===== src/logic/ucsi_pkg.sv =====
/*
 Shared constants and carriers for the serial channel control block.
 Assumes one 25 MHz clock and a register window of eight words.
*/
package ucsi_pkg;
	// ----------------------------------------
	// Register indices (byte address = 4 * index)
	// ----------------------------------------
	localparam logic [2:0] IDX_DATA = 3'h0;
	localparam logic [2:0] IDX_MASK = 3'h1;
	localparam logic [2:0] IDX_ID = 3'h2;
	localparam logic [2:0] IDX_FMT = 3'h3;
	localparam logic [2:0] IDX_MCTL = 3'h4;
	localparam logic [2:0] IDX_LINE = 3'h5;
	localparam logic [2:0] IDX_MSTAT = 3'h6;
	localparam logic [2:0] IDX_SCR = 3'h7;
	// ----------------------------------------
	// Field positions
	// ----------------------------------------
	localparam int FMT_WLEN = 0;
	localparam int FMT_STOP = 2;
	localparam int FMT_PAR = 3;
	localparam int FMT_EVEN = 4;
	localparam int FMT_STICK = 5;
	localparam int FMT_BRK = 6;
	localparam int FMT_DLAB = 7;
	localparam int MC_DTR = 0;
	localparam int MC_RTS = 1;
	localparam int MC_RI = 2;
	localparam int MC_OUT = 3;
	localparam int MC_LOOP = 4;
	localparam int IM_RX = 0;
	localparam int IM_TX = 1;
	localparam int IM_LS = 2;
	localparam int IM_MS = 3;
	// ----------------------------------------
	// Reset values and identification codes
	// ----------------------------------------
	localparam logic [7:0] FMT_RST = 8'h00;
	localparam logic [3:0] MASK_RST = 4'h0;
	localparam logic [4:0] MCTL_RST = 5'h00;
	localparam logic [7:0] SCR_RST = 8'hff;
	localparam logic [15:0] DIV_RST = 16'h0001;
	localparam logic [7:0] ID_NONE = 8'h01;
	localparam logic [7:0] ID_LS = 8'h06;
	localparam logic [7:0] ID_RX = 8'h04;
	localparam logic [7:0] ID_TX = 8'h02;
	localparam logic [7:0] ID_MS = 8'h00;
	localparam logic [1:0] RESP_OKAY = 2'h0;
	// ----------------------------------------
	// Oversampling counts, in 16x ticks
	// ----------------------------------------
	localparam logic [5:0] BIT_LAST = 6'h0f;
	localparam logic [5:0] START_MID = 6'h07;
	localparam logic [5:0] STOP_1 = 6'h0f;
	localparam logic [5:0] STOP_15 = 6'h17;
	localparam logic [5:0] STOP_2 = 6'h1f;
	// ----------------------------------------
	// Carriers and states
	// ----------------------------------------
	typedef struct packed {
		logic [1:0] wlen;
		logic stop2;
		logic par_en;
		logic even;
		logic stick;
	} ucsi_fmt_s;
	typedef struct packed {
		logic [7:0] data;
		logic pe;
		logic fe;
		logic brk;
	} ucsi_rx_s;
	typedef enum logic [4:0] {
		S_IDLE = 5'h01,
		S_START = 5'h02,
		S_DATA = 5'h04,
		S_PAR = 5'h08,
		S_STOP = 5'h10
	} ucsi_state_e;
endpackage


===== src/logic/ucsi_tx.sv =====
/*
 Serial transmit shifter: start, data LSB first, optional parity, stops.
 Assumes a one-cycle 16x tick and a load only while not busy.
*/
`timescale 1ns/10ps
module ucsi_tx (
	input wire logic clock_i,
	input wire logic rst_i,
	input wire logic tick_i,
	input wire logic load_i,
	input wire logic [7:0] data_i,
	input wire ucsi_pkg::ucsi_fmt_s fmt_i,
	output logic line_o,
	output logic busy_o
);
	ucsi_pkg::ucsi_state_e state;
	logic [7:0] tx_shift_reg;
	logic [5:0] cnt;
	logic [2:0] bitn;
	logic par;
	logic adv;
	logic [5:0] stop_last;
	logic [7:0] masked;
	logic [2:0] last_bit;

	assign last_bit = {1'b0, fmt_i.wlen} + 3'h4;
	assign masked = data_i & (8'hff >> (2'h3 - fmt_i.wlen));
	assign stop_last = !fmt_i.stop2 ? ucsi_pkg::STOP_1 :
		(fmt_i.wlen == 2'h0 ? ucsi_pkg::STOP_15 : ucsi_pkg::STOP_2);
	assign adv = tick_i && (cnt == (state == ucsi_pkg::S_STOP ? stop_last : ucsi_pkg::BIT_LAST));
	assign busy_o = state != ucsi_pkg::S_IDLE;

	always_ff @(posedge clock_i) begin
		if (rst_i || state == ucsi_pkg::S_IDLE || adv) begin
			cnt <= 6'h00;
		end else if (tick_i) begin
			cnt <= cnt + 6'h01;
		end
	end

	always_ff @(posedge clock_i) begin
		if (rst_i) begin
			state <= ucsi_pkg::S_IDLE;
			tx_shift_reg <= 8'h00;
			bitn <= 3'h0;
			par <= 1'b0;
		end else begin
			case (state)
			ucsi_pkg::S_IDLE: if (load_i) begin
				tx_shift_reg <= masked;
				// Stick parity holds the inverse of the even bit
				par <= fmt_i.stick ? ~fmt_i.even : (fmt_i.even ? ^masked : ~^masked);
				bitn <= 3'h0;
				state <= ucsi_pkg::S_START;
			end
			ucsi_pkg::S_START: if (adv) begin
				state <= ucsi_pkg::S_DATA;
			end
			ucsi_pkg::S_DATA: if (adv) begin
				tx_shift_reg <= {1'b0, tx_shift_reg[7:1]};
				bitn <= bitn + 3'h1;
				if (bitn == last_bit) begin
					state <= fmt_i.par_en ? ucsi_pkg::S_PAR : ucsi_pkg::S_STOP;
				end
			end
			ucsi_pkg::S_PAR: if (adv) begin
				state <= ucsi_pkg::S_STOP;
			end
			ucsi_pkg::S_STOP: if (adv) begin
				state <= ucsi_pkg::S_IDLE;
			end
			default: state <= ucsi_pkg::S_IDLE;
			endcase
		end
	end

	always_comb begin
		case (state)
		ucsi_pkg::S_START: line_o = 1'b0;
		ucsi_pkg::S_DATA: line_o = tx_shift_reg[0];
		ucsi_pkg::S_PAR: line_o = par;
		default: line_o = 1'b1;
		endcase
	end
endmodule


===== src/logic/ucsi_rx.sv =====
/*
 Serial receive shifter with start validation at mid bit.
 Assumes the line is synchronous to the clock and a one-cycle 16x tick.
*/
`timescale 1ns/10ps
module ucsi_rx (
	input wire logic clock_i,
	input wire logic rst_i,
	input wire logic tick_i,
	input wire logic line_i,
	input wire ucsi_pkg::ucsi_fmt_s fmt_i,
	output logic done_o,
	output ucsi_pkg::ucsi_rx_s res_o
);
	ucsi_pkg::ucsi_state_e state;
	logic [7:0] rx_shift_reg;
	logic [5:0] cnt;
	logic [2:0] bitn;
	logic pbit;
	logic adv;
	logic [7:0] word;
	logic expect_par;

	assign word = rx_shift_reg >> (2'h3 - fmt_i.wlen);
	assign expect_par = fmt_i.stick ? ~fmt_i.even : (fmt_i.even ? ^word : ~^word);
	assign adv = tick_i && (cnt == (state == ucsi_pkg::S_START ? ucsi_pkg::START_MID : ucsi_pkg::BIT_LAST));

	always_ff @(posedge clock_i) begin
		if (rst_i || state == ucsi_pkg::S_IDLE || adv) begin
			cnt <= 6'h00;
		end else if (tick_i) begin
			cnt <= cnt + 6'h01;
		end
	end

	always_ff @(posedge clock_i) begin
		if (rst_i) begin
			state <= ucsi_pkg::S_IDLE;
			rx_shift_reg <= 8'h00;
			bitn <= 3'h0;
			pbit <= 1'b0;
			done_o <= 1'b0;
			res_o <= '0;
		end else begin
			done_o <= 1'b0;
			case (state)
			ucsi_pkg::S_IDLE: if (tick_i && !line_i) begin
				state <= ucsi_pkg::S_START;
			end
			// A glitch shorter than half a bit is dropped here
			ucsi_pkg::S_START: if (adv) begin
				state <= line_i ? ucsi_pkg::S_IDLE : ucsi_pkg::S_DATA;
				bitn <= 3'h0;
			end
			ucsi_pkg::S_DATA: if (adv) begin
				rx_shift_reg <= {line_i, rx_shift_reg[7:1]};
				bitn <= bitn + 3'h1;
				if (bitn == {1'b0, fmt_i.wlen} + 3'h4) begin
					state <= fmt_i.par_en ? ucsi_pkg::S_PAR : ucsi_pkg::S_STOP;
				end
			end
			ucsi_pkg::S_PAR: if (adv) begin
				pbit <= line_i;
				state <= ucsi_pkg::S_STOP;
			end
			ucsi_pkg::S_STOP: if (adv) begin
				done_o <= 1'b1;
				res_o.data <= word;
				res_o.pe <= fmt_i.par_en && (pbit != expect_par);
				res_o.fe <= !line_i;
				res_o.brk <= (word == 8'h00) && !line_i && !(fmt_i.par_en && pbit);
				state <= ucsi_pkg::S_IDLE;
			end
			default: state <= ucsi_pkg::S_IDLE;
			endcase
		end
	end
endmodule


===== src/logic/ucsi_core.sv =====
/*
 One serial channel: register file on AXI4-Lite, interrupt priority,
 frame format, modem control with loop-back and line status.
 Assumes all pins are synchronous to clock_i and a single master.
*/
// The register addresses and the AXI4-Lite slave port are this design's own decisions.
`timescale 1ns/10ps
// Function
// - Receive-ready interrupt follows holding register full
// - Transmit-empty interrupt while holding register empty
// - Mask bit two gates line status
// - Mask bit three gates modem; upper zero
// - Identification shows highest source, fixed codes
// - Identification read clears only reported source
// - Two format bits pick 5-8 bit length
// - Format bit two picks 1, 1.5, 2 stops
// - Format bit three enables parity send/check
// - Format bit four picks odd or even
// - Format bit five forces parity value
// - Format bit six holds line low
// - Format bit seven redirects to divisor
// - Modem bits zero, one drive low outputs
// - Modem bit three enables interrupt driver
// - Modem bit four loops back, mapping inputs
// - Line bit zero shows received data
// - Overrun flags, holding register left untouched
// - Line bits two, three flag parity/framing
// - Line bit four flags full-frame break
// - Line bit five shows holding empty
// - Line bit six shows transmitter idle
// - Modem changes flag modem interrupt, bell input only on its rise
// - Divisor bytes at indices zero, one
module ucsi_core (
	input wire logic clock_i,
	input wire logic rst_i,
	input wire logic [4:0] awaddr_i,
	input wire logic awvalid_i,
	output logic awready_o,
	input wire logic [31:0] wdata_i,
	input wire logic [3:0] wstrb_i,
	input wire logic wvalid_i,
	output logic wready_o,
	output logic [1:0] bresp_o,
	output logic bvalid_o,
	input wire logic bready_i,
	input wire logic [4:0] araddr_i,
	input wire logic arvalid_i,
	output logic arready_o,
	output logic [31:0] rdata_o,
	output logic [1:0] rresp_o,
	output logic rvalid_o,
	input wire logic rready_i,
	input wire logic rx_i,
	output logic tx_o,
	input wire logic cts_n_i,
	input wire logic dsr_n_i,
	input wire logic bell_signal_in_n_i,
	input wire logic carrier_sense_in_n_i,
	output logic dtr_n_o,
	output logic rts_n_o,
	output logic irq_o,
	output logic irq_oe_o
);
	// ----------------------------------------
	// Storage
	// ----------------------------------------
	logic [3:0] irq_mask_reg;
	logic [7:0] frame_format_reg;
	logic [4:0] modem_ctrl_reg;
	logic [7:0] scratch;
	logic [15:0] divisor;
	logic [7:0] tx_hold_reg;
	logic [7:0] rx_hold_reg;
	logic thr_empty;
	logic tx_ack;
	logic dr;
	logic oe;
	logic pe;
	logic fe;
	logic brk;
	logic ls_pend;
	logic ms_pend;
	logic [3:0] mdm_prev;
	logic [3:0] delta;
	logic [15:0] baud_cnt;
	logic tick;
	logic [4:0] awaddr_q;
	logic [7:0] wdata_q;
	logic wstrb_q;
	logic aw_ok;
	logic w_ok;

	// ----------------------------------------
	// Decode and derived state
	// ----------------------------------------
	ucsi_pkg::ucsi_fmt_s fmt;
	ucsi_pkg::ucsi_rx_s rx_res;
	logic dlab;
	logic loop;
	logic wr;
	logic [2:0] wr_idx;
	logic rd;
	logic [2:0] rd_idx;
	logic wr_thr;
	logic rd_rhr;
	logic rd_id;
	logic rd_lsr;
	logic rd_msr;
	logic tx_line;
	logic tx_int;
	logic tx_busy;
	logic tx_load;
	logic rx_line;
	logic rx_done;
	logic ls_src;
	logic rx_src;
	logic tx_src;
	logic ms_src;
	logic any_pend;
	logic [7:0] id_code;
	logic [7:0] line_state_reg;
	logic [3:0] mdm_now;
	logic [3:0] delta_ev;
	logic [7:0] rd_val;
	logic err_ev;

	assign dlab = frame_format_reg[ucsi_pkg::FMT_DLAB];
	assign loop = modem_ctrl_reg[ucsi_pkg::MC_LOOP];
	assign fmt.wlen = frame_format_reg[ucsi_pkg::FMT_WLEN+:2];
	assign fmt.stop2 = frame_format_reg[ucsi_pkg::FMT_STOP];
	assign fmt.par_en = frame_format_reg[ucsi_pkg::FMT_PAR];
	assign fmt.even = frame_format_reg[ucsi_pkg::FMT_EVEN];
	assign fmt.stick = frame_format_reg[ucsi_pkg::FMT_STICK];

	assign wr_idx = awaddr_q[4:2];
	assign wr = aw_ok && w_ok && !bvalid_o && wstrb_q;
	assign rd_idx = araddr_i[4:2];
	assign rd = arvalid_i && arready_o;
	assign wr_thr = wr && wr_idx == ucsi_pkg::IDX_DATA && !dlab;
	assign rd_rhr = rd && rd_idx == ucsi_pkg::IDX_DATA && !dlab;
	assign rd_id = rd && rd_idx == ucsi_pkg::IDX_ID;
	assign rd_lsr = rd && rd_idx == ucsi_pkg::IDX_LINE;
	assign rd_msr = rd && rd_idx == ucsi_pkg::IDX_MSTAT;

	// Break forces the shifter output low; loop-back sees it too
	assign tx_int = frame_format_reg[ucsi_pkg::FMT_BRK] ? 1'b0 : tx_line;
	assign rx_line = loop ? tx_int : rx_i;
	assign tx_load = !thr_empty && !tx_busy;

	// Bit order: 3 carrier, 2 bell, 1 data set ready, 0 clear to send
	assign mdm_now = loop ? ~{modem_ctrl_reg[ucsi_pkg::MC_OUT], modem_ctrl_reg[ucsi_pkg::MC_RI],
		modem_ctrl_reg[ucsi_pkg::MC_DTR], modem_ctrl_reg[ucsi_pkg::MC_RTS]} :
		{carrier_sense_in_n_i, bell_signal_in_n_i, dsr_n_i, cts_n_i};
	assign delta_ev = {mdm_prev[3] ^ mdm_now[3], !mdm_prev[2] && mdm_now[2],
		mdm_prev[1] ^ mdm_now[1], mdm_prev[0] ^ mdm_now[0]};

	assign err_ev = rx_done && ((dr && !rd_rhr) || rx_res.pe || rx_res.fe || rx_res.brk);
	assign line_state_reg = {1'b0, thr_empty && !tx_busy, thr_empty, brk, fe, pe, oe, dr};

	assign ls_src = irq_mask_reg[ucsi_pkg::IM_LS] && ls_pend;
	assign rx_src = irq_mask_reg[ucsi_pkg::IM_RX] && dr;
	assign tx_src = irq_mask_reg[ucsi_pkg::IM_TX] && thr_empty && !tx_ack;
	assign ms_src = irq_mask_reg[ucsi_pkg::IM_MS] && ms_pend;
	assign any_pend = ls_src || rx_src || tx_src || ms_src;

	always_comb begin
		if (ls_src) begin
			id_code = ucsi_pkg::ID_LS;
		end else if (rx_src) begin
			id_code = ucsi_pkg::ID_RX;
		end else if (tx_src) begin
			id_code = ucsi_pkg::ID_TX;
		end else if (ms_src) begin
			id_code = ucsi_pkg::ID_MS;
		end else begin
			id_code = ucsi_pkg::ID_NONE;
		end
	end

	always_comb begin
		if (rd_idx == ucsi_pkg::IDX_DATA) begin
			rd_val = dlab ? divisor[7:0] : rx_hold_reg;
		end else if (rd_idx == ucsi_pkg::IDX_MASK) begin
			rd_val = dlab ? divisor[15:8] : {4'h0, irq_mask_reg};
		end else if (rd_idx == ucsi_pkg::IDX_ID) begin
			rd_val = id_code;
		end else if (rd_idx == ucsi_pkg::IDX_FMT) begin
			rd_val = frame_format_reg;
		end else if (rd_idx == ucsi_pkg::IDX_MCTL) begin
			rd_val = {3'h0, modem_ctrl_reg};
		end else if (rd_idx == ucsi_pkg::IDX_LINE) begin
			rd_val = line_state_reg;
		end else if (rd_idx == ucsi_pkg::IDX_MSTAT) begin
			rd_val = {~mdm_now, delta};
		end else begin
			rd_val = scratch;
		end
	end

	// ----------------------------------------
	// AXI4-Lite write and read channels
	// ----------------------------------------
	always_ff @(posedge clock_i) begin
		if (rst_i) begin
			awready_o <= 1'b1;
			wready_o <= 1'b1;
			aw_ok <= 1'b0;
			w_ok <= 1'b0;
			awaddr_q <= 5'h00;
			wdata_q <= 8'h00;
			wstrb_q <= 1'b0;
			bvalid_o <= 1'b0;
			bresp_o <= ucsi_pkg::RESP_OKAY;
		end else begin
			if (awvalid_i && awready_o) begin
				awaddr_q <= awaddr_i;
				aw_ok <= 1'b1;
				awready_o <= 1'b0;
			end
			if (wvalid_i && wready_o) begin
				wdata_q <= wdata_i[7:0];
				wstrb_q <= wstrb_i[0];
				w_ok <= 1'b1;
				wready_o <= 1'b0;
			end
			if (aw_ok && w_ok && !bvalid_o) begin
				bvalid_o <= 1'b1;
			end
			if (bvalid_o && bready_i) begin
				bvalid_o <= 1'b0;
				aw_ok <= 1'b0;
				w_ok <= 1'b0;
				awready_o <= 1'b1;
				wready_o <= 1'b1;
			end
		end
	end

	always_ff @(posedge clock_i) begin
		if (rst_i) begin
			arready_o <= 1'b1;
			rvalid_o <= 1'b0;
			rdata_o <= 32'h00000000;
			rresp_o <= ucsi_pkg::RESP_OKAY;
		end else if (rd) begin
			arready_o <= 1'b0;
			rvalid_o <= 1'b1;
			rdata_o <= {24'h000000, rd_val};
		end else if (rvalid_o && rready_i) begin
			rvalid_o <= 1'b0;
			arready_o <= 1'b1;
		end
	end

	// ----------------------------------------
	// Software-written registers
	// ----------------------------------------
	always_ff @(posedge clock_i) begin
		if (rst_i) begin
			irq_mask_reg <= ucsi_pkg::MASK_RST;
			frame_format_reg <= ucsi_pkg::FMT_RST;
			modem_ctrl_reg <= ucsi_pkg::MCTL_RST;
			scratch <= ucsi_pkg::SCR_RST;
			divisor <= ucsi_pkg::DIV_RST;
			tx_hold_reg <= 8'h00;
		end else if (wr) begin
			if (wr_idx == ucsi_pkg::IDX_DATA) begin
				if (dlab) begin
					divisor[7:0] <= wdata_q;
				end else begin
					tx_hold_reg <= wdata_q;
				end
			end else if (wr_idx == ucsi_pkg::IDX_MASK) begin
				if (dlab) begin
					divisor[15:8] <= wdata_q;
				end else begin
					irq_mask_reg <= wdata_q[3:0];
				end
			end else if (wr_idx == ucsi_pkg::IDX_FMT) begin
				frame_format_reg <= wdata_q;
			end else if (wr_idx == ucsi_pkg::IDX_MCTL) begin
				modem_ctrl_reg <= wdata_q[4:0];
			end else if (wr_idx == ucsi_pkg::IDX_SCR) begin
				scratch <= wdata_q;
			end
		end
	end

	// ----------------------------------------
	// Baud tick at 16x the bit rate
	// ----------------------------------------
	// A zero divisor stops the tick, which freezes the receiver; the transmitter still loads and then stops in its start bit
	always_ff @(posedge clock_i) begin
		if (rst_i || divisor == 16'h0000) begin
			baud_cnt <= 16'h0000;
			tick <= 1'b0;
		end else if (baud_cnt >= divisor - 16'h0001) begin
			baud_cnt <= 16'h0000;
			tick <= 1'b1;
		end else begin
			baud_cnt <= baud_cnt + 16'h0001;
			tick <= 1'b0;
		end
	end

	// ----------------------------------------
	// Transmit path
	// ----------------------------------------
	always_ff @(posedge clock_i) begin
		if (rst_i) begin
			thr_empty <= 1'b1;
			tx_ack <= 1'b0;
		end else begin
			if (wr_thr) begin
				thr_empty <= 1'b0;
			end else if (tx_load) begin
				thr_empty <= 1'b1;
			end
			if (rd_id && id_code == ucsi_pkg::ID_TX) begin
				tx_ack <= 1'b1;
			end else if (wr_thr) begin
				tx_ack <= 1'b0;
			end
		end
	end

	ucsi_tx u_tx (
		.clock_i(clock_i),
		.rst_i(rst_i),
		.tick_i(tick),
		.load_i(tx_load),
		.data_i(tx_hold_reg),
		.fmt_i(fmt),
		.line_o(tx_line),
		.busy_o(tx_busy)
	);

	// ----------------------------------------
	// Receive path and line status
	// ----------------------------------------
	ucsi_rx u_rx (
		.clock_i(clock_i),
		.rst_i(rst_i),
		.tick_i(tick),
		.line_i(rx_line),
		.fmt_i(fmt),
		.done_o(rx_done),
		.res_o(rx_res)
	);

	// A new character always wins over a clearing read
	always_ff @(posedge clock_i) begin
		if (rst_i) begin
			rx_hold_reg <= 8'h00;
			dr <= 1'b0;
			oe <= 1'b0;
		end else begin
			if (rx_done && dr && !rd_rhr) begin
				oe <= 1'b1;
			end else if (rd_lsr) begin
				oe <= 1'b0;
			end
			if (rx_done && !(dr && !rd_rhr)) begin
				rx_hold_reg <= rx_res.data;
				dr <= 1'b1;
			end else if (rd_rhr) begin
				dr <= 1'b0;
			end
		end
	end

	always_ff @(posedge clock_i) begin
		if (rst_i) begin
			pe <= 1'b0;
			fe <= 1'b0;
			brk <= 1'b0;
			ls_pend <= 1'b0;
		end else begin
			pe <= (rx_done && rx_res.pe) || (pe && !rd_lsr);
			fe <= (rx_done && rx_res.fe) || (fe && !rd_lsr);
			brk <= (rx_done && rx_res.brk) || (brk && !rd_lsr);
			ls_pend <= err_ev || (ls_pend && !rd_lsr && !(rd_id && id_code == ucsi_pkg::ID_LS));
		end
	end

	// ----------------------------------------
	// Modem state changes
	// ----------------------------------------
	always_ff @(posedge clock_i) begin
		if (rst_i) begin
			mdm_prev <= 4'hf;
			delta <= 4'h0;
			ms_pend <= 1'b0;
		end else begin
			mdm_prev <= mdm_now;
			delta <= delta_ev | (rd_msr ? 4'h0 : delta);
			ms_pend <= (|delta_ev) || (ms_pend && !rd_msr && !(rd_id && id_code == ucsi_pkg::ID_MS));
		end
	end

	// ----------------------------------------
	// Pin outputs
	// ----------------------------------------
	// Loop-back parks the line and modem outputs at their idle level
	always_ff @(posedge clock_i) begin
		if (rst_i) begin
			tx_o <= 1'b1;
			dtr_n_o <= 1'b1;
			rts_n_o <= 1'b1;
			irq_o <= 1'b0;
			irq_oe_o <= 1'b0;
		end else begin
			tx_o <= loop ? 1'b1 : tx_int;
			dtr_n_o <= loop ? 1'b1 : !modem_ctrl_reg[ucsi_pkg::MC_DTR];
			rts_n_o <= loop ? 1'b1 : !modem_ctrl_reg[ucsi_pkg::MC_RTS];
			irq_o <= any_pend && modem_ctrl_reg[ucsi_pkg::MC_OUT];
			irq_oe_o <= modem_ctrl_reg[ucsi_pkg::MC_OUT];
		end
	end
endmodule


===== config.mk =====
export PLATFORM = sky130hd
export DESIGN_NAME = ucsi_core
export DESIGN_NICKNAME = d
export VERILOG_FILES = /design/src/logic/ucsi_pkg.sv /design/src/logic/ucsi_tx.sv /design/src/logic/ucsi_rx.sv /design/src/logic/ucsi_core.sv
export SDC_FILE = /design/constraint.sdc
export NUM_CORES = 1
export LEC_CHECK = 0
export ABC_AREA = 0
export BUFFER_PORTS_ARGS = -buffer_cell sky130_fd_sc_hd__buf_2
export CAP_MARGIN = 20
export CORE_MARGIN = 4
export CORE_UTILIZATION = 50
export CTS_CLUSTER_DIAMETER = 200
export DETAILED_ROUTE_END_ITERATION = 8
export PLACE_DENSITY_LB_ADDON = 0.15
export SYNTH_ARGS = -nofsm -noshare
export SYNTH_HDL_FRONTEND = slang
export SYNTH_HIERARCHICAL = 1
export SYNTH_SLANG_ARGS = --single-unit

===== constraint.sdc =====
create_clock -name clock_i -period 8.1 [get_ports clock_i]
set_input_delay 1.215 -clock clock_i [delete_from_list [all_inputs] [get_ports clock_i]]
set_output_delay 1.215 -clock clock_i [all_outputs]
set_load 0.05 [all_outputs]

==> results of run 1 <==
logic make-up after synthesis:
| kind of cell | count (synthesis) | synth area share |
|---|---|---|
| AND/OR/NAND/NOR | 387 | 0.206 |
| AO/OA/AOI/OAI | 185 | 0.135 |
| XOR/XNOR | 58 | 0.0557 |
| flip-flops | 181 | 0.387 |
| multiplexers | 107 | 0.120 |
| buffers and inverters | 113 | 0.0613 |
| other | 1 | 0.000401 |
| adder cells (fa/ha/maj) | 26 | 0.0347 |
worst max-delay path, cell delays in order, from the launching register on:
cell      delay [ps]
dfxtp_1          400
or3_4            430
or4_1            450
nand3b_1         270
xor2_1           190
ha_1             320
nand2_1           50
o21ai_0          270
o21ai_0          190
o211ai_2         800
nor2_1           120
power by group through the flow:
stage / Sequential [uW] / Combinational [uW] / Clock [uW]
2_1_floorplan: 955 / 146 / 0
3_3_place_gp: 954 / 177 / 0
3_5_place_dp: 954 / 179 / 0
4_1_cts: 933 / 179 / 891
5_1_grt: 937 / 198 / 924
6_report: 934 / 181 / 870
cell usage after synthesis (4+ instances only):
library cell and count:
a211oi_1 10, a21oi_1 57, a221oi_1 4, a22oi_1 7, a311oi_1 4, a41o_1 5, and2_1 8, and3_1 8
buf_2 11, buf_4 28, buf_6 4, clkbuf_1 39, dfxtp_1 181, ha_1 26, inv_1 25, mux2_2 10
mux2i_1 94, nand2_1 90, nand2b_1 16, nand3_1 22, nand3b_1 7, nand4_1 17, nor2_1 131, nor2_2 16
nor2b_1 15, nor3_1 18, nor4_1 6, o21ai_0 43, or3_1 8, or4_1 5, xnor2_1 35, xor2_1 22
through the flow:
stage,hold slack (ps),power [uW]
floorplan,370,1100
global placement,409,1130
detailed placement,407,1130
CTS,426,2000
global route,436,2060
finish,426,1990
metal layers:
metal | vias up | share of wire
met2 | 195 | 0.44
met1 | 3492 | 0.48
met5 | - | 0
li1 | 3708 | -
met4 | 0 | 0.020
met3 | 35 | 0.055
final cells by class:
cell class	instances	area [um^2]
inverter	27	101
clock inverter	15	195
clock buffer	17	425
fill	1681	8020
sequential	181	3620
timing repair buffer	53	290
multi-input combinational	791	5270
tap	229	287
worst paths after layout:
path / to / startpoint / slack (ps)
setup / recovery: baud_cnt[7] / divisor[2] / 4450
setup reg to reg: baud_cnt[7] / divisor[2] / 4450
hold / removal: dtr_n_o / modem_ctrl_reg[0] / 430
hold reg to reg: dtr_n_o / modem_ctrl_reg[0] / 430
==> flow_summary.yaml, run 1 <==
yosys:
  yosysSeqAreaShare: 0.387
  ys_ff_latch: 181
  synth_area_leaders: "dfxtp_1, mux2i_1, nor2_1, nand2_1, ha_1"
  synth_top_cell_area_share: 0.387
  synth_top_area_cell: "dfxtp_1"
  syn-instance-count: 1058
  async_flop_share: 0
  synth-main-ff-cell: "dfxtp_1"
  yosysUniqueCellTypes: 84
  ys_warn_count: 6
  netlist_area_um2: 9360
  synth_edf_count: 0
  syn_area_per_cell_um2: 8.85
power:
  p_seq_frac: 0.471
  irDropWorstVdd_mv: 0.138
  power.switching_uw: 532
  p_sw_frac: 0.268
  p_leak_uw: 0.00397
  power.combinational.fraction: 0.091
  powerDensity_nw_per_um2: 195
  cell_internal_pwr_uw: 1450
  clockPowerShare: 0.438
final_layout:
  final_cell_mix: "dfxtp_1, nor2_1, mux2i_1"
  post_route_cells_drive_above_1_share: 0.123
  stdcell_count: 1313
  utilization: 0.560
  final_cell_area_um2: 10200
  reg_top3: "baud_cnt x16, divisor x16, u_rx/res_o x11"
  final_common_cell: "dfxtp_1"
  syn2layout_area_growth_pct: 8.82
  diodes: 0
  fin_nets: 1155
floorplan:
  start_util: 0.514
  core_area_um2: 18200
  die_h_um: 145
  die_x_um: 145
  die_area_um2: 21000
  ios: 104
  placement_rows: 49
timing:
  fin_skew_ps: 9.06
  finalHoldViolCount: 0
  period_share: 0.451
  slew_headroom: 0.358
  max_freq_mhz: 274
  setup_violations: 0
  period_needed_ps: 3650
  fin_ws_ps: 4450
  worstMarginPinSlew_ps: 961
  finalSetupTns_ps: 0
  maxSlewViolCount: 0
  rsz0062_at_grt: "false"
place:
  place.detailed.hpwl_um: 15600
  place_area_um2: 9570
  io_buffer_count: 44
  dp_slack_ps: 4470
  place_congestion: 0.841
  dp_cells: 1281
clocking:
  htree_levels: 4
  clockBufferDepth: 2
  cts.repair.resized: 0
  cts_tree: "built"
  clock-sinks: 181
  cts_hold_buf: 0
  clk_latency_ps: 430
  cts_buffers: 17
  cts-root-buf: "clkbuf_16"
  cts.clk_slew.worst_paths_ps: 70
  cts_setup_buffers: 0
global_route:
  grt_pass1_vias: 6872
  gr-usage-met1: 0.306
  grt_max_degree: 63
  gr-usage-met3: 0.0477
  track_usage: 0.217
  overflow: 0
  antenna_found_initial: 0
  grt_pass1_wl_um: 35900
  grtUsageMet2: 0.332
  busiest_layer: "met2"
setup_path:
  cp_data_arrival_time_ps: 3930
  path_class: "flop to flop"
  worst-path-max-fanout: 16
  critPathCaptureType: "flop"
  start_kind: "flop"
  required_ps: 8380
  r2r.worst_path.cells: 10
flow_run:
  cap_violations: 0
routing:
  antenna_left: 0
  routedWlPerCell_um: 16.7
  drt-initial-drc-count: 470
  viasPerCell: 5.66
  drc: 0
  drt-total-wl_um: 22000
  vias: 7430
  dr.pass1.iters: 5
min_path:
  hold_path.class: "flop to flop"
  hold_path_depth: 1
status:
  status: "complete, no violations"
(Power assumes the default switching activity.)
==> inputs of run 2 (changes only) <==
--- a/config.mk
+++ b/config.mk
@@ -5,7 +5,7 @@
 export SDC_FILE = /design/constraint.sdc
 export NUM_CORES = 1
 export LEC_CHECK = 0
-export ABC_AREA = 0
+export ABC_AREA = 1
 export BUFFER_PORTS_ARGS = -buffer_cell sky130_fd_sc_hd__buf_2
 export CAP_MARGIN = 20
 export CORE_MARGIN = 4
==> constraint.sdc (replaced) <==
create_clock -name clock_i -period 3.66 [get_ports clock_i]
set_input_delay 0.549 -clock clock_i [delete_from_list [all_inputs] [get_ports clock_i]]
set_output_delay 0.549 -clock clock_i [all_outputs]
set_load 0.05 [all_outputs]
==> run 2 against run 1 <==
  * Final cell count rose by 23%
  * Maximum frequency rose by 28%
  * Worst hold slack got worse by 72 ps
  * Synthesized cell count rose by 27%
  * Via count rose by 13%
  * Clock skew rose by 0.62 ps
  * Largest cell class unchanged
  * Largest power group unchanged
  * Highest routed layer unchanged
==> flow_summary.yaml, run 2 <==
yosys:
  synth-simple-area-share: 0.290
  yosysMostFrequentCell: "nand2_1"
  synth_area_leaders: "dfxtp_1, nand2_1, a21oi_1, nor2_1, inv_1"
  synthTopCellsByCount: "nand2_1, dfxtp_1, nor2_1"
  synth-main-ff-cell: "dfxtp_1"
  syn_area_per_cell_um2: 7.12
  synth_top_area_cell: "dfxtp_1"
  netlist_area_um2: 9550
  ys_ff_latch: 181
  async_flop_share: 0
  synth_top_family_by_area: "simple AND/OR/NAND/NOR gates"
  synth_edf_count: 0
  synth-xor-area-share: 0.0440
  syn-instance-count: 1340
  synthAdderAreaFrac: 0.0341
  synth_top_cell_area_share: 0.380
  yosysUniqueCellTypes: 52
  synth_mux_area_frac: 0.00105
  synth-compound-area-share: 0.148
  yosysSeqAreaShare: 0.380
  ys_warn_count: 6
setup_path:
  path_common_cell: "inv_1"
  r2r-start: "divisor[0]"
  crit_chain: "inv_1 -> ha_1 -> inv_1 -> nor2_2 -> nand2_2 -> nor2_2 -> xor2_1 -> inv_1 -> ha_1 -> nand2_1 -> inv_1 -> nand3_1 -> inv_1 -> a21oi_1 -> nand4_2 -> nor2_1"
  path_class: "flop to flop"
  required_ps: 4010
  r2r.worst_path.cells: 16
  cp.depth: 16
  reg2reg_to: "baud_cnt[4]"
  cpMaxStageDelayCell: "nand4_2"
  ff2ff_setup_slack_ps: 790
  start_kind: "flop"
  cp_num_buf_inv: 5
  cpLargestDelayFamily: "simple AND/OR/NAND/NOR gates"
  cp_data_arrival_time_ps: 3220
  critPathCaptureType: "flop"
  max_stage_delay_ps: 400
  worst-path-max-fanout: 16
final_layout:
  nFillCells: 1910
  final_cell_mix: "nand2_1, dfxtp_1, nor2_1"
  diodes: 0
  post_route_cells_drive_above_1_share: 0.114
  utilization: 0.554
  syn2layout_area_growth_pct: 8.87
  reg_top3: "baud_cnt x16, divisor x16, u_rx/res_o x11"
  stdcell_count: 1617
  final_common_cell: "nand2_1"
  fin_nets: 1454
routing:
  drc: 0
  vias: 8374
  routedWlPerCell_um: 14.2
  dr.pass1.iters: 5
  drt-total-wl_um: 22900
  viasPerCell: 5.18
  antenna_left: 0
  drt-initial-drc-count: 533
timing:
  fin_skew_ps: 9.68
  finalSetupTns_ps: 0
  worstMarginPinSlew_ps: 845
  max_freq_mhz: 349
  setup_violations: 0
  finalHoldViolCount: 0
  slew_headroom: 0.433
  period_share: 0.783
  maxSlewViolCount: 0
  period_needed_ps: 2870
  rsz0062_at_grt: "false"
clocking:
  cts-root-buf: "clkbuf_16"
  cts_hold_buf: 0
  cts_tree: "built"
  cts_buffers: 17
  cts.clk_slew.worst_paths_ps: 70
  cts_setup_buffers: 0
  clk_latency_ps: 430
  clockBufferDepth: 2
  htree_levels: 4
  clock-sinks: 181
  cts.repair.resized: 0
global_route:
  grt_pass1_wl_um: 38300
  grt_pass1_vias: 7765
  antenna_found_initial: 0
  track_usage: 0.217
  grt_max_degree: 32
  overflow: 0
power:
  irDropWorstVdd_mv: 0.351
  p_leak_uw: 0.00439
  powerDensity_nw_per_um2: 474
min_path:
  min_to: "mdm_prev[1]"
  hold_path_depth: 3
  hold_start: "dsr_n_i"
  hold_path.class: "primary input to flop"
floorplan:
  ios: 104
  core_area_um2: 18800
  placement_rows: 50
  die_area_um2: 21400
  die_h_um: 146
  die_x_um: 146
  start_util: 0.509
place:
  io_buffer_count: 44
  place_congestion: 0.876
  dp_cells: 1585
  place.detailed.hpwl_um: 17000
status:
  status: "complete, no violations"
flow_run:
  cap_violations: 0
[run 2: changes by cell type after synthesis, moves of 18 or more]
| cell | before | now |
|---|---|---|
| o21ai_0 | 43 | 78 |
| nand3_1 | 22 | 54 |
| xnor2_1 | 35 | 15 |
| a21oi_1 | 57 | 127 |
| nand2_1 | 90 | 309 |
| clkbuf_1 | 39 | 21 |
| inv_1 | 25 | 131 |
| mux2i_1 | 94 | 1 |
[run 2: cell families (layout without fill, tap and decap cells)]
| group | count (synthesis) | in the layout |
|---|---|---|
| AND/OR/NAND/NOR | 606 | 606 |
| multiplexers | 1 | 1 |
| XOR/XNOR | 48 | 48 |
| AO/OA/AOI/OAI | 260 | 260 |
| buffers and inverters | 217 | 233 |
| flip-flops | 181 | 181 |
| other | 1 | 28 |
| adder cells (fa/ha/maj) | 26 | 26 |
[run 2: metal layers]
metal	up-vias	wire, um	part of all wire	global-route usage
met3	33	992	0.043	0.0363
met4	0	490	0.021	0.0677
met2	188	10800	0.47	0.363
met5	-	0	0	0
met1	3806	10600	0.46	0.287
li1	4347	-	-	-
[run 2: layout make-up]
class | count | area, um^2 | share of cell area
clock buffers | 19 | 453 | 0.0436
clock inverters | 13 | 145 | 0.0140
inverters | 149 | 563 | 0.0542
multi-input cells | 969 | 5040 | 0.485
flip-flops and latches | 181 | 3620 | 0.349
well taps | 234 | 293 | 0.0282
repair buffers | 52 | 280 | 0.0270
[run 2: per-stage QoR]
stage                     hold WS (ps)  setup WS (ps)  area, um^2  total power (uW)
after floorplan                    365           1250        9650              2940
after global placement             377            832        9800              3090
after detailed placement           383            759        9800              3100
after CTS                          334            746       10400              4960
after global routing               355            292       10400              5160
final                              353            794       10400              4930
[run 2: worst max path at each step]
stage	start	to
after floorplan	divisor[0]	baud_cnt[7]
after global placement	divisor[0]	baud_cnt[13]
after detailed placement	divisor[0]	baud_cnt[6]
after CTS	divisor[0]	baud_cnt[4]
after global routing	divisor[2]	baud_cnt[12]
final	divisor[0]	baud_cnt[4]
[run 2: power breakdown]
part / leakage (uW) / switching [uW] / internal, uW
logic: 0.00262 / 614 / 259
clock network: 0.000292 / 816 / 1050
registers: 0.00147 / 93.6 / 2090
total: 0.00439 / 1520 / 3400
[run 2: worst register-to-register path, stage by stage, from the launching register on]
cell	delay [ps]
dfxtp_1	350
inv_1	150
ha_1	230
inv_1	60
nor2_2	210
nand2_2	90
nor2_2	140
xor2_1	170
inv_1	60
ha_1	260
nand2_1	70
inv_1	40
nand3_1	80
inv_1	50
a21oi_1	230
nand4_2	400
nor2_1	200
